--- src/logic/kplw_pkg.sv ---
// Package of constants and types for the keypad level wake-up block
package kplw_pkg;

  // ****************************************
  // Register map
  // ****************************************
  localparam logic [7:0] KPLW_ADDR_CONTROL = 8'h00;
  localparam logic [7:0] KPLW_ADDR_STATUS  = 8'h01;
  localparam logic [7:0] KPLW_ADDR_IEN2    = 8'h02;
  localparam logic [7:0] KPLW_ADDR_IRQ_ST  = 8'h03;
  localparam logic [7:0] KPLW_ADDR_IRQ_MSK = 8'h04;

  // ****************************************
  // Field positions
  // ****************************************
  localparam int KPLW_CTL_LEVEL_BIT  = 0;
  localparam int KPLW_CTL_MASK_BIT   = 1;
  localparam int KPLW_STA_FLAG_BIT   = 0;
  localparam int KPLW_STA_WAKE_BIT   = 1;
  localparam int KPLW_IEN_KEY_BIT    = 0;
  localparam int KPLW_EVT_DETECT_BIT = 0;
  localparam int KPLW_EVT_WAKE_BIT   = 1;

  // ****************************************
  // Reset values and counts
  // ****************************************
  localparam logic [7:0] KPLW_RST_CONTROL = 8'h00;
  localparam logic [7:0] KPLW_RST_STATUS  = 8'h00;
  localparam logic [7:0] KPLW_RST_IEN2    = 8'h00;
  localparam logic [1:0] KPLW_RST_EVT     = 2'h0;
  localparam logic [2:0] KPLW_RST_SYNC    = 3'h0;
  localparam int         KPLW_SYNC_STAGES = 3;

  // ****************************************
  // Types
  // ****************************************
  typedef struct packed {
    logic [7:0] addr;
    logic [7:0] wdata;
    logic       wr;
    logic       rd;
  } kplw_bus_t;

  typedef struct packed {
    logic key_level_select;
    logic key_irq_mask;
    logic key_wake_enable;
    logic key_irq_enable;
  } kplw_cfg_t;

endpackage

--- src/logic/kplw_top.sv ---
// Keypad level detector with flag, interrupt and wake-up request
// ****************************************
// ****************************************
`timescale 1ns/100ps

module kplw_top
  import kplw_pkg::*;
#(
  // Synchroniser depth
  parameter int SYNC_STAGES = KPLW_SYNC_STAGES
)
(
  // Clock and reset
  input  wire logic       CLK,
  input  wire logic       RSTN,
  // Register port
  input  wire logic [7:0] ADDR,
  input  wire logic [7:0] WDATA,
  input  wire logic       WR,
  input  wire logic       RD,
  output logic      [7:0] RDATA,
  // Keypad and core
  input  wire logic       KEYPAD_INPUT_LINE,
  output logic            KEY_IRQ,
  output logic            WAKE_REQ,
  output logic            IRQ
);

  // ****************************************
  // Parameter checks
  // ****************************************
  // Capture stage plus two agreeing stages
  if (SYNC_STAGES < 3) begin : g_bad_sync
    $error("kplw_top: SYNC_STAGES below three");
  end

  // ****************************************
  // Synchroniser
  // ****************************************
  logic [SYNC_STAGES-1:0] sync;
  logic [SYNC_STAGES-1:0] next_sync;
  logic                   key_sync;
  logic                   next_key_sync;

  always_comb begin
    next_sync = {sync[SYNC_STAGES-2:0], KEYPAD_INPUT_LINE};
    next_key_sync = key_sync;
    if (sync[SYNC_STAGES-2] == sync[SYNC_STAGES-1]) begin
      next_key_sync = sync[SYNC_STAGES-1];
    end
  end

  always_ff @(posedge CLK or negedge RSTN) begin
    if (!RSTN) begin
      sync     <= SYNC_STAGES'(KPLW_RST_SYNC);
      key_sync <= 1'b0;
    end else begin
      sync     <= next_sync;
      key_sync <= next_key_sync;
    end
  end

  // ****************************************
  // Registers
  // ****************************************
  kplw_bus_t  bus;
  kplw_cfg_t  cfg;
  logic [7:0] control;
  logic [7:0] status;
  logic [7:0] ien2;
  logic [1:0] irq_st;
  logic [1:0] irq_msk;
  logic [7:0] next_control;
  logic [7:0] next_status;
  logic [7:0] next_ien2;
  logic [1:0] next_irq_st;
  logic [1:0] next_irq_msk;
  logic [7:0] next_rdata;
  logic       detect;
  logic       detect_d;
  logic       next_detect_d;
  logic       wake_now;

  // ****************************************
  // Register index
  // ****************************************
  localparam int REG_COUNT   = 5;
  localparam int IDX_CONTROL = 0;
  localparam int IDX_STATUS  = 1;
  localparam int IDX_IEN2    = 2;
  localparam int IDX_IRQ_ST  = 3;
  localparam int IDX_IRQ_MSK = 4;

  logic [REG_COUNT-1:0] wr_sel;
  logic [REG_COUNT-1:0] rd_sel;
  logic [7:0]           reg_view [REG_COUNT];

  function automatic logic [7:0] addr_of(input int idx);
    case (idx)
      IDX_CONTROL: addr_of = KPLW_ADDR_CONTROL;
      IDX_STATUS:  addr_of = KPLW_ADDR_STATUS;
      IDX_IEN2:    addr_of = KPLW_ADDR_IEN2;
      IDX_IRQ_ST:  addr_of = KPLW_ADDR_IRQ_ST;
      IDX_IRQ_MSK: addr_of = KPLW_ADDR_IRQ_MSK;
      default:     addr_of = 8'hFF;
    endcase
  endfunction

  function automatic logic hit(input kplw_bus_t b, input logic [7:0] a);
    hit = (b.addr == a);
  endfunction

  assign bus = '{addr: ADDR, wdata: WDATA, wr: WR, rd: RD};
  assign cfg = '{key_level_select: control[KPLW_CTL_LEVEL_BIT],
                 key_irq_mask:     control[KPLW_CTL_MASK_BIT],
                 key_wake_enable:  status[KPLW_STA_WAKE_BIT],
                 key_irq_enable:   ien2[KPLW_IEN_KEY_BIT]};

  assign detect   = (key_sync == cfg.key_level_select);
  assign wake_now = detect & cfg.key_wake_enable;

  // ****************************************
  // Address decode
  // ****************************************
  for (genvar gi = 0; gi < REG_COUNT; gi++) begin : g_sel
    assign wr_sel[gi] = bus.wr & hit(bus, addr_of(gi));
    assign rd_sel[gi] = bus.rd & hit(bus, addr_of(gi));
  end

  // ****************************************
  // Control register
  // ****************************************
  always_comb begin
    next_control = control;
    if (wr_sel[IDX_CONTROL]) begin
      next_control = {6'h00, bus.wdata[1:0]};
    end
  end

  always_ff @(posedge CLK or negedge RSTN) begin
    if (!RSTN) begin
      control <= KPLW_RST_CONTROL;
    end else begin
      control <= next_control;
    end
  end

  // ****************************************
  // Status register
  // ****************************************
  always_comb begin
    next_status = status;
    if (wr_sel[IDX_STATUS]) begin
      next_status[KPLW_STA_WAKE_BIT] = bus.wdata[KPLW_STA_WAKE_BIT];
    end
    if (rd_sel[IDX_STATUS]) begin
      next_status[KPLW_STA_FLAG_BIT] = 1'b0;
    end
    // Set wins over read clear
    if (detect) begin
      next_status[KPLW_STA_FLAG_BIT] = 1'b1;
    end
  end

  always_ff @(posedge CLK or negedge RSTN) begin
    if (!RSTN) begin
      status <= KPLW_RST_STATUS;
    end else begin
      status <= next_status;
    end
  end

  // ****************************************
  // Interrupt enable register
  // ****************************************
  always_comb begin
    next_ien2 = ien2;
    if (wr_sel[IDX_IEN2]) begin
      next_ien2 = {7'h00, bus.wdata[KPLW_IEN_KEY_BIT]};
    end
  end

  always_ff @(posedge CLK or negedge RSTN) begin
    if (!RSTN) begin
      ien2 <= KPLW_RST_IEN2;
    end else begin
      ien2 <= next_ien2;
    end
  end

  // ****************************************
  // Event mask register
  // ****************************************
  always_comb begin
    next_irq_msk = irq_msk;
    if (wr_sel[IDX_IRQ_MSK]) begin
      next_irq_msk = bus.wdata[1:0];
    end
  end

  always_ff @(posedge CLK or negedge RSTN) begin
    if (!RSTN) begin
      irq_msk <= KPLW_RST_EVT;
    end else begin
      irq_msk <= next_irq_msk;
    end
  end

  // ****************************************
  // Event status register
  // ****************************************
  always_comb begin
    next_irq_st = irq_st;
    if (wr_sel[IDX_IRQ_ST]) begin
      next_irq_st = irq_st & ~bus.wdata[1:0];
    end
    // Set wins over write clear
    if (detect && !detect_d) begin
      next_irq_st[KPLW_EVT_DETECT_BIT] = 1'b1;
    end
    if (wake_now) begin
      next_irq_st[KPLW_EVT_WAKE_BIT] = 1'b1;
    end
  end

  always_ff @(posedge CLK or negedge RSTN) begin
    if (!RSTN) begin
      irq_st <= KPLW_RST_EVT;
    end else begin
      irq_st <= next_irq_st;
    end
  end

  // ****************************************
  // Detect edge tracker
  // ****************************************
  always_comb begin
    next_detect_d = detect;
  end

  always_ff @(posedge CLK or negedge RSTN) begin
    if (!RSTN) begin
      detect_d <= 1'b0;
    end else begin
      detect_d <= next_detect_d;
    end
  end

  // ****************************************
  // Read data
  // ****************************************
  assign reg_view[IDX_CONTROL] = control;
  assign reg_view[IDX_STATUS]  = status;
  assign reg_view[IDX_IEN2]    = ien2;
  assign reg_view[IDX_IRQ_ST]  = {6'h00, irq_st};
  assign reg_view[IDX_IRQ_MSK] = {6'h00, irq_msk};

  always_comb begin
    next_rdata = 8'h00;
    for (int i = 0; i < REG_COUNT; i++) begin
      if (rd_sel[i]) begin
        next_rdata = reg_view[i];
      end
    end
  end

  always_ff @(posedge CLK or negedge RSTN) begin
    if (!RSTN) begin
      RDATA <= 8'h00;
    end else begin
      RDATA <= next_rdata;
    end
  end

  // ****************************************
  // Outputs
  // ****************************************
  assign KEY_IRQ = status[KPLW_STA_FLAG_BIT] & ~cfg.key_irq_mask &
                   cfg.key_irq_enable;
  // Raw pin path so wake works with clocks stopped
  assign WAKE_REQ = cfg.key_wake_enable &
                    (KEYPAD_INPUT_LINE == cfg.key_level_select);
  assign IRQ = |(irq_st & irq_msk);

endmodule

--- config.mk ---
export PLATFORM = sky130hd
export DESIGN_NAME = kplw_top
export DESIGN_NICKNAME = d
export VERILOG_FILES = /design/src/logic/kplw_pkg.sv /design/src/logic/kplw_top.sv
export SDC_FILE = /design/constraint.sdc
export NUM_CORES = 1
export LEC_CHECK = 0
export BUFFER_PORTS_ARGS = -buffer_cell sky130_fd_sc_hd__buf_2
export CELL_PAD_IN_SITES_DETAIL_PLACEMENT = 1
export CELL_PAD_IN_SITES_GLOBAL_PLACEMENT = 1
export CORE_MARGIN = 2
export CORE_UTILIZATION = 35
export DETAILED_ROUTE_END_ITERATION = 10
export PLACE_DENSITY = 0.82
export RECOVER_POWER = 25
export SLEW_MARGIN = 15
export SYNTH_ARGS = -nofsm -noshare
export SYNTH_HDL_FRONTEND = slang
export SYNTH_SLANG_ARGS = --single-unit
--- constraint.sdc ---
create_clock -name CLK -period 1.85 [get_ports CLK]
set_clock_uncertainty 0.15 [all_clocks]
set_input_delay 0.37 -clock CLK [delete_from_list [all_inputs] [get_ports CLK]]
set_output_delay 0.37 -clock CLK [all_outputs]
set_load 0.03 [all_outputs]
### After elaboration in Yosys (flattened, before gate mapping)

Cells that the tools add are included.

* register bits after elaboration: 22
* output and inout port bits: 11

* bitwise gates (word level): 18
* reduce and logical (&&, ||, !) cells: 7
* mux-type cells: 10
* equal/unequal tests: 7

Operators with widths (number)
* 8-bit by 2-bit equality test with 1-bit output (second input constant): 2
* 1-bit bitwise AND: 14
* 2-bit two-way mux: 5
* 8-bit by 1-bit equality test with 1-bit output (second input constant): 1
* 8-bit by 3-bit equality test with 1-bit output (second input constant): 1
* 8-bit zero test: 1
* 8-bit two-way mux: 1
* 2-bit nonzero test: 3
* 2-bit bitwise AND: 2
* 1-bit two-way mux: 4
* 1-bit equality test: 3
* 2-bit NOT: 1
* 2-bit OR reduction: 1
* 1-bit logical AND: 1
* 1-bit zero test: 1
* 1-bit NOT: 1

### Logic depth before layout (Yosys ltp)

Gate-level depths: netlist of run 1.

* word-level depth: 7
* gate-level depth with buffers: 4
* mapped depth without buffers: 3

### Least setup slack after synthesis of run 1

Ideal clock, no wire load.

* kind: input-to-reg
* start: input ADDR[0]
* end: register RDATA[0]
* arrival time: 1.212 ns
* path slack: 0.367 ns
* setup time: 0.121 ns
* path buffers: 1
* cell stages on the path: 4
* cells stage by stage: clkbuf_2 -> mux4_2 -> a22oi_1 -> nor2_1

* cells in the longest elaborated chain, start to end: 7

Ends and longest elaborated chain
* start: declaration: line kplw_top.sv:17 `input wire logic [7:0] ADDR,`
* 8-bit zero test: line kplw_top.sv:110 `hit = (b.addr == a);`
* 1-bit bitwise AND: line kplw_top.sv:127 `assign rd_sel[gi] = bus.rd & hit(bus, addr_of(gi));`
* 2-bit two-way mux (4 in series): line kplw_top.sv:261 `if (rd_sel[i]) begin`
* 8-bit two-way mux (*): line kplw_top.sv:261
* net next_rdata[0]: line kplw_top.sv:78 `logic [7:0] next_rdata;`
* end signal: assignment: line kplw_top.sv:271 `RDATA <= next_rdata;`
* end: declaration: line kplw_top.sv:21 `output logic [7:0] RDATA,`

Mark *: on every way through the listed nets, which the timed path passes. The rest lies on a longest branch.
A chain may end at the register's enable or synchronous reset.

### Worst setup path after layout of run 1

* start: register control[0]
* end: output WAKE_REQ

* cells in the longest elaborated chain, start to end: 2

Ends and longest elaborated chain
* start: declaration: line kplw_top.sv:68 `logic [7:0] control;`
* start signal: assignment: line kplw_top.sv:144 `control <= next_control;`
* 1-bit equality test: line kplw_top.sv:282 `(KEYPAD_INPUT_LINE == cfg.key_level_select);`
* 1-bit bitwise AND: line kplw_top.sv:281 `assign WAKE_REQ = cfg.key_wake_enable &`
* end: declaration: line kplw_top.sv:25 `output logic WAKE_REQ,`

No other way between the ends.

==> results of run 1 <==
## how the worst max path moves through the flow
stage	from	slack [ns]	endpoint
2_1_floorplan	ADDR[0]	0.37	RDATA[0]
3_3_place_gp	ADDR[4]	0.16	control[1]
3_5_place_dp	ADDR[4]	0.14	control[0]
4_1_cts	control[0]	0.12	WAKE_REQ
5_1_grt	control[0]	0.07	WAKE_REQ
6_report	control[0]	0.13	WAKE_REQ
## area by class of cell
cell class / instances / share of cell area (%)
timing repair buffer: 20 / 10.86
inverter: 2 / 0.7947
sequential: 16 / 42.38
clock buffer: 4 / 3.841
tap: 28 / 3.709
multi-input combinational: 44 / 38.41
## sequential cells by signal, summed over array words and instances (netlist names)
name / cells
ien2: 1
irq_st: 2
detect_d: 1
status: 2
irq_msk: 2
control: 2
sync: 3
RDATA: 2
key_sync: 1
## Yosys cell counts
master,n
nor2_1,4
nand4_1,3
a21o_1,1
nand3_1,1
nand4b_1,2
inv_1,2
a32oi_1,1
a22o_1,3
conb_1,1
buf_4,6
a21oi_1,1
and2_1,1
clkbuf_2,1
nor3b_2,1
mux4_2,1
mux2_2,7
xnor2_1,2
nor2b_1,1
a22oi_1,1
nand3b_1,1
nand2_1,3
dfrtp_1,16
nor4b_4,2
nor4b_1,1
maj3_1,1
## cells by family (layout without fill, tap and decap cells)
family / after synthesis / in the layout / share of synthesized area (%)
muxes: 8 / 8 / 12.64
DFF: 16 / 16 / 49.92
other: 1 / 6 / 0.4676
buffers and inverters: 9 / 26 / 7.176
adders and majority gates: 1 / 1 / 1.248
AOI/OAI and AO/OA: 7 / 7 / 6.865
and+or+nand+nor: 20 / 20 / 19.50
xor gates and xnor gates: 2 / 2 / 2.184
## layer usage
layer  routed length [um]  vias to the layer above
met1                  663                      288
met3                   64                        4
met4                   53                        0
met2                  840                       18
li1                     -                      266
met5                    0                        -
## report_power, final
part	switching (mW)	internal [mW]
Combinational	0.0651	0.0453
Clock	0.116	0.120
Sequential	0.0169	0.373
Total	0.198	0.538
## worst max-delay path: stages, from the launching register on
cell     delay (ns)
dfrtp_1        0.45
xnor2_1        0.16
and2_1         0.13
buf_2          0.19
## metrics by stage
stage | hold WS (ns) | worst slack (ns) | total power, mW
final | 0.06607 | 0.1330 | 0.7362
after CTS | 0.05245 | 0.1150 | 0.7437
after global placement | 0.1412 | 0.1603 | 0.5046
after global routing | 0.05575 | 0.07251 | 0.7685
after floorplan | -0.07559 | 0.3668 | 0.4721
after detailed placement | 0.1522 | 0.1368 | 0.5078
## repair_timing
action | in CTS | in global routing
setup buffers | 0 | 0
hold buffers | 1 | 0
hold endpoints to repair | 16 | 0
resized for setup | 0 | 0
==> results.md, run 1 <==
* Design Area, Final at 944.7 sq um
* Initial antenna violation count at 0
* Worst Min Path Start: KEYPAD_INPUT_LINE
* Multi-input logic area at 362.8 sq um
* Crit Path Class: register to output pin
* Seq/Total Area, Yosys at 49.92%
* Fin nets at 108
* CP endpoint kind: output pin
* Period utilisation layout at 92.81%
* Post-synth top area cell: dfrtp_1
* # fillers at 250
* Ratio of cells with drive above 1 in the final layout at 37.21%
* Gr usage total at 14.01%
* Vias per Instance at 5.053
* CTS buffer count at 3
* CTS tree: yes
* Final setup vio count at 0
* RSZ-0062 raised after global routing: no
* Worst-margin pin slew at 0.8403 ns
* Met3 Use GR at 1.149%
* CP required at 1.33 ns
* Reg-to-reg slack, setup at 0.48 ns
* WL/cell at 14.21 um
* Die height at 51.87 um
* FMAX at 582.4 MHz
* Iter 0 DRT Violations at 8
* Area added between synthesis and finish at 17.78%
* Placed Instances at 109
* Outcome: completed
* Finished Layout Cells at 114
* DRC errors left at 0
* Setup TNS at 0 ns
* R2R cell count at 3
* ANT nets after route at 0
* Commonest cells after routing, fill and taps aside: 17 x buf_2, 16 x dfrtp_1, 7 x mux2_2, 6 x conb_1, 4 x nor2_1
* Final hold vios at 0
* HP Class: primary input to register
* Leak at 0.4402 nW
* Area occupied by registers at 400.4 sq um
* GP Congestion at 0.9145
* Max cap viols at 0
* Number of port buffers at 19
* Share of Yosys cell area claimed by the top area cell type at 49.92%
* Avg Cell Area, Syn at 12.53 sq um
* GRT Max-Usage Layer: met2
* Vias at 576
* Crit Path Max Fanout at 4
* Critical path launch point type: register
* CTS sink cnt at 16
* Fin. max-slew vios at 0
* Tmin final at 1.717 ns
* Horiz. Die Dim at 51.87 um
* Yosys warnings at 0
* Launching point of the worst reg2reg path: control[0]
* Hold depth at 1
* Vias in the first global route at 593
* CP Data Arrival Time at 1.20 ns
* Initial core utilization at 36.61%
* Top post-synthesis cells by area: dfrtp_1 50%, mux2_2 9.8%, nor4b_4 5.9%, buf_4 5.6%, a22o_1 3.3%
* H-Tree Depth at 1
* Clk root buf: clkbuf_4
* Total gr overflow at 0
* Pin count of the biggest net entering global routing at 17
* Wire length after detailed routing at 1620 um
* WHS Endpoint: sync[0]
* Floorplan core area at 2191 sq um
* Diodes inserted at 0
* Most common cell after layout, fill and taps aside: buf_2
* VDD IR max at 0.0003153 V
* Clk Latency, worst-skew pair at 0.29 ns
* Cells after Synth at 64
* Yosys cell types at 25
* Post-DP Area at 900.9 sq um
* First-pass detailed-route iteration total at 4
* Met2 GRT Util at 22.78%
* I/O pin total at 32
* Die area at 2691 sq um
* Reg2Reg Capture Point: RDATA[0]
* Met1 usage at 17.13%
* Slew headroom at 43.98%
* CTS max path bufs at 2
* First-pass GRT wire length at 2697 um
* Core Util, Final at 43.12%
* Post-synthesis cell area at 802.0 sq um
* Pwr dens at 779.3 nW/um^2
* Reg clk slew, reported paths at 0.09 ns
* Std cell rows at 17
* Flops & latches, synth at 16
* Dpl hpwl at 1266 um
(Power assumes the default switching activity.)
==> run 2: changes to the inputs <==
--- a/config.mk
+++ b/config.mk
@@ -13,5 +13,5 @@
 export DETAILED_ROUTE_END_ITERATION = 10
-export PLACE_DENSITY = 0.82
+export PLACE_DENSITY = 0.79
 export RECOVER_POWER = 25
-export SLEW_MARGIN = 15
+export SLEW_MARGIN = 0
 export SYNTH_ARGS = -nofsm -noshare
--- a/constraint.sdc
+++ b/constraint.sdc
@@ -4,2 +4,2 @@
 set_output_delay 0.37 -clock CLK [all_outputs]
-set_load 0.03 [all_outputs]
+set_load 0.01 [all_outputs]
==> results.md, run 2 (same netlist as run 1, synthesis figures left out) <==
* I/O pin total at 32 (unchanged)
* Max incr delay on CP at 0.44 ns (was 0.45 ns)
* Commonest cells after routing, fill and taps aside: 17 x buf_2, 16 x dfrtp_1, 7 x mux2_2, 6 x conb_1, 4 x nor2_1 (unchanged)
* Final setup vio count at 0 (unchanged)
* Tmin final at 1.678 ns (was 1.717 ns)
* Iter 0 DRT Violations at 10 (was 8)
* Number of buffers and inverters on the critical path at 1 (unchanged)
* Period utilisation layout at 90.69% (was 92.81%)
* Horiz. Die Dim at 51.87 um (unchanged)
* Pin count of the biggest net entering global routing at 17 (unchanged)
* Dpl hpwl at 1352 um (was 1266 um)
* DRC errors left at 0 (unchanged)
* Reg clk slew, reported paths at 0.09 ns (about the same)
* Fin nets at 108 (unchanged)
* Top delay family on crit path: flip-flops (unchanged)
* Ratio of cells with drive above 1 in the final layout at 37.21% (unchanged)
* CTS max path bufs at 2 (unchanged)
* H-Tree Depth at 1 (unchanged)
* Worst setup path startpoint: control[0] (unchanged)
* Outcome: completed (unchanged)
* Worst-margin pin slew at 0.8546 ns (was 0.8403 ns)
* PostCTS Resize Cnt at 0 (unchanged)
* # fillers at 252 (was 250)
* Floorplan core area at 2191 sq um (unchanged)
* Initial antenna violation count at 0 (unchanged)
* Slew headroom at 43.03% (was 43.98%)
* Initial core utilization at 36.61% (unchanged)
* Area occupied by registers at 400.4 sq um (unchanged)
* Gr usage total at 14.91% (was 14.01%)
* Die height at 51.87 um (unchanged)
* RSZ-0062 raised after global routing: no (unchanged)
* Clk Latency, worst-skew pair at 0.28 ns (was 0.29 ns)
* First-pass detailed-route iteration total at 6 (was 4)
* HP Class: primary input to register (unchanged)
* CTS tree: yes (unchanged)
* CP Cell Sequence: xnor2_1 > and2_1 > buf_2 (unchanged)
* Max cap viols at 0 (unchanged)
* Clk root buf: clkbuf_4 (unchanged)
* Crit Path Class: register to output pin (unchanged)
* Launching point of the worst reg2reg path: control[0] (unchanged)
* Vias at 591 (was 576)
* Die area at 2691 sq um (unchanged)
* CP endpoint kind: output pin (unchanged)
* Number of port buffers at 19 (unchanged)
* Leak at 0.4402 nW (unchanged)
* Setup TNS at 0 ns (unchanged)
* Critical path launch point type: register (unchanged)
* VDD IR max at 0.0002978 V (was 0.0003153 V)
* Reg with most FFs: sync (unchanged)
* Std cell rows at 17 (unchanged)
* First-pass GRT wire length at 2829 um (was 2697 um)
* Fin. max-slew vios at 0 (unchanged)
* GP Congestion at 0.8117 (was 0.9145)
* Pwr dens at 763.0 nW/um^2 (was 779.3 nW/um^2)
* CP required at 1.33 ns (about the same)
* Vias per Instance at 5.184 (was 5.053)
* Most common cell after layout, fill and taps aside: buf_2 (unchanged)
* Hold_ws at 0.06522 ns (was 0.06607 ns)
* Slowest CP cell: dfrtp_1 (unchanged)
* CTS buffer count at 3 (unchanged)
* Final hold vios at 0 (unchanged)
* FMAX at 596.0 MHz (was 582.4 MHz)
* Multi-input logic area at 362.8 sq um (unchanged)
* Wire length after detailed routing at 1781 um (was 1620 um)
* Total gr overflow at 0 (unchanged)
* Crit Path Max Fanout at 4 (unchanged)
* ANT nets after route at 0 (unchanged)
* Max reg flops at 3 (unchanged)
* Tot Pwr at 0.7208 mW (was 0.7362 mW)
* CTS sink cnt at 16 (unchanged)
* Vias in the first global route at 599 (was 593)
* CP Data Arrival Time at 1.16 ns (was 1.20 ns)
* Post-CTS Setup Inserts at 0 (unchanged)
* Worst Min Path Start: KEYPAD_INPUT_LINE (unchanged)
* Diodes inserted at 0 (unchanged)
* WL/cell at 15.62 um (was 14.21 um)
* Area added between synthesis and finish at 17.78% (unchanged)
## run 2: what timing repair did
action | 4_1_cts | 5_1_grt
setup endpoints to repair | 0 | 0
hold buffers | 1 | 0
hold endpoints to repair | 16 | 0
## run 2: worst paths after layout
| path | to | cells after the start | slack, ns |
|---|---|---|---|
| max | WAKE_REQ | 3 | 0.17 |
| min | sync[0] | 1 | 0.07 |
| max reg2reg | RDATA[0] | 3 | 0.43 |
| min in group asynchronous | irq_st[1] | 2 | 0.55 |
| min reg2reg | sync[1] | 0 | 0.22 |
| max in group asynchronous | status[1] | 2 | 0.48 |
## run 2: report_power, final
group	internal (mW)	switching (mW)
sequential	0.373	0.0197
clock	0.120	0.113
combinational	0.0453	0.0507
## run 2: cell type report
class	instances	area share, %
flip-flops and latches	16	42.38
multi-input cells	44	38.41
repair buffers	20	10.86
clock buffers	4	3.841
well taps	28	3.709
inverters	2	0.7947
## run 2: through the flow
stage	std cells	util [%]	setup WS (ns)	instance area [sq um]
2_1_floorplan	69	-	0.3668	820.8
3_3_place_gp	109	41.12	0.1487	900.9
3_5_place_dp	109	41.12	0.1471	900.9
4_1_cts	114	43.23	0.1595	947.2
5_1_grt	114	43.12	0.07655	944.7
6_report	114	43.12	0.1722	944.7
## run 2: metal layers
layer,vias to the layer above,routed length [um],GRT usage (%)
li1,265,-,-
met1,301,687,17.83
met2,21,959,25.32
met3,4,97,2.586
met4,0,37,7.895
met5,-,0,0
==> run 3: changes to the inputs <==
CELL_PAD_IN_SITES_DETAIL_PLACEMENT = unset   (was 1)
CELL_PAD_IN_SITES_GLOBAL_PLACEMENT = unset   (was 1)
CORE_UTILIZATION = 40   (was 35)
PLACE_DENSITY = 0.68   (was 0.79)
==> results.md, run 3 (same netlist as run 1, synthesis figures left out) <==
* Total gr overflow at 0 (unchanged)
* Fin nets at 108 (unchanged)
* Wire length after detailed routing at 1438 um (was 1781 um)
* DRC errors left at 0 (unchanged)
* Final hold vios at 0 (unchanged)
* Initial core utilization at 41.73% (was 36.61%)
* Top delay family on crit path: flip-flops (unchanged)
* GP Congestion at 0.7752 (was 0.8117)
* # fillers at 185 (was 252)
* Max incr delay on CP at 0.45 ns (was 0.44 ns)
* Clk Latency, worst-skew pair at 0.28 ns (about the same)
* Gr usage total at 13.19% (was 14.91%)
* CTS buffer count at 3 (unchanged)
* Initial antenna violation count at 0 (unchanged)
* Number of buffers and inverters on the critical path at 1 (unchanged)
* Vias in the first global route at 506 (was 599)
* Post-CTS Setup Inserts at 0 (unchanged)
* Slew headroom at 47.06% (was 43.03%)
* Reg-to-reg slack, setup at 0.46 ns (was 0.43 ns)
* CP Cell Sequence: xnor2_1 > and2_1 > buf_2 (unchanged)
* RSZ-0062 raised after global routing: no (unchanged)
* Worst-margin pin slew at 0.7941 ns (was 0.8546 ns)
* Crit Path Class: register to output pin (unchanged)
* Hold_ws at 0.06694 ns (was 0.06522 ns)
* Wl on met1 at 607 um (was 687 um)
* Reg clk slew, reported paths at 0.09 ns (about the same)
* Ratio of cells with drive above 1 in the final layout at 37.21% (unchanged)
* Std cell rows at 16 (was 17)
* Vias per Instance at 5.062 (was 5.184)
* Crit Path Max Fanout at 4 (unchanged)
* Max cap viols at 0 (unchanged)
* Area added between synthesis and finish at 17.63% (was 17.78%)
* HP Class: primary input to register (unchanged)
* Die height at 48.78 um (was 51.87 um)
* Period utilisation layout at 90.52% (was 90.69%)
* Post-DP Area at 899.6 sq um (was 900.9 sq um)
* Max reg flops at 3 (unchanged)
* Pin count of the biggest net entering global routing at 17 (unchanged)
* Outcome: completed (unchanged)
* Commonest cells after routing, fill and taps aside: 17 x buf_2, 16 x dfrtp_1, 7 x mux2_2, 6 x conb_1, 4 x nor2_1 (unchanged)
* Vias at 572 (was 591)
* First-pass detailed-route iteration total at 4 (was 6)
* Diodes inserted at 0 (unchanged)
* Horiz. Die Dim at 48.78 um (was 51.87 um)
* Final Worst Setup Slack at 0.1754 ns (was 0.1722 ns)
* First-pass GRT wire length at 2408 um (was 2829 um)
* Fin. max-slew vios at 0 (unchanged)
* Number of port buffers at 19 (unchanged)
* CTS tree: yes (unchanged)
* CP endpoint kind: output pin (unchanged)
* Met2 routed WL at 743 um (was 959 um)
* Pwr dens at 756.1 nW/um^2 (was 763.0 nW/um^2)
* FMAX at 597.2 MHz (was 596.0 MHz)
* Tmin final at 1.675 ns (was 1.678 ns)
* PostCTS Resize Cnt at 0 (unchanged)
* Critical path launch point type: register (unchanged)
* CTS sink cnt at 16 (unchanged)
* Most common cell after layout, fill and taps aside: buf_2 (unchanged)
* Final setup vio count at 0 (unchanged)
* VDD IR max at 0.0004464 V (was 0.0002978 V)
* Slowest CP cell: dfrtp_1 (unchanged)
* Reg with most FFs: sync (unchanged)
* Setup TNS at 0 ns (unchanged)
* Die area at 2379 sq um (was 2691 sq um)
* Design Area, Final at 943.4 sq um (was 944.7 sq um)
* Dpl hpwl at 1179 um (was 1352 um)
* I/O pin total at 32 (unchanged)
* DR top layer: met4 (unchanged)
* Leak at 0.4402 nW (unchanged)
* WL/cell at 12.73 um (was 15.62 um)
* Clk root buf: clkbuf_4 (unchanged)
* Iter 0 DRT Violations at 20 (was 10)
* CP Data Arrival Time at 1.15 ns (was 1.16 ns)
* Floorplan core area at 1922 sq um (was 2191 sq um)
* ANT nets after route at 0 (unchanged)
* CP required at 1.33 ns (about the same)
* Post-place setup slack at 0.1746 ns (was 0.1471 ns)
* H-Tree Depth at 1 (unchanged)
* Routed met3 length at 68 um (was 97 um)
* CTS max path bufs at 2 (unchanged)
[run 3: cell counts in the layout (fill, tap and decap cells not counted)]
No cell type changed its count.
[run 3: worst paths after layout]
kind | startpoint | endpoint | cells after the start
min reg2reg | sync[0] | sync[1] | 0
max reg2reg | control[0] | RDATA[0] | 3
min in group asynchronous | RSTN | key_sync | 2
max in group asynchronous | RSTN | ien2[0] | 2
max | control[0] | WAKE_REQ | 3
min | KEYPAD_INPUT_LINE | sync[0] | 1
[run 3: per-layer routing]
layer	GRT usage, %	vias up
met1	17.65	278
met5	0	-
met3	2.761	4
met4	4.286	0
met2	21.46	21
li1	-	269
[run 3: per-stage QoR]
step | power (mW) | utilization, % | instances
detailed placement | 0.4916 | 46.81 | 108
floorplan | 0.4554 | - | 69
finish | 0.7133 | 49.09 | 113
global route | 0.7468 | 49.09 | 113
CTS | 0.7208 | 49.22 | 113
global placement | 0.4884 | 46.81 | 108
[run 3: layout make-up]
cell class	count	area (sq um)	share of cell area, %
flip-flops and latches	16	400.4	42.44
multi-input cells	44	362.8	38.46
inverters	2	7.507	0.7958
well taps	27	33.78	3.581
repair buffers	20	102.6	10.88
clock buffers	4	36.28	3.846
[run 3: report_power, final]
part	total (mW)	internal, mW	leakage [nW]	switching [mW]
registers	0.392	0.373	0.198	0.0192
logic	0.0932	0.0452	0.221	0.0480
clock network	0.228	0.120	0.0210	0.108
total	0.713	0.538	0.440	0.175
[run 3: worst reg2reg max path, delay by kind of cell (launching register included)]
family	cells	cell delay [ns]
flops	1	0.45
mux	1	0.47
compound gates	1	0.15
simple gates	1	0.06
[run 3: repair_timing]
action                     CTS  global route
hold buffers                 1             0
hold endpoints to repair    16             0
setup endpoints to repair    0             0
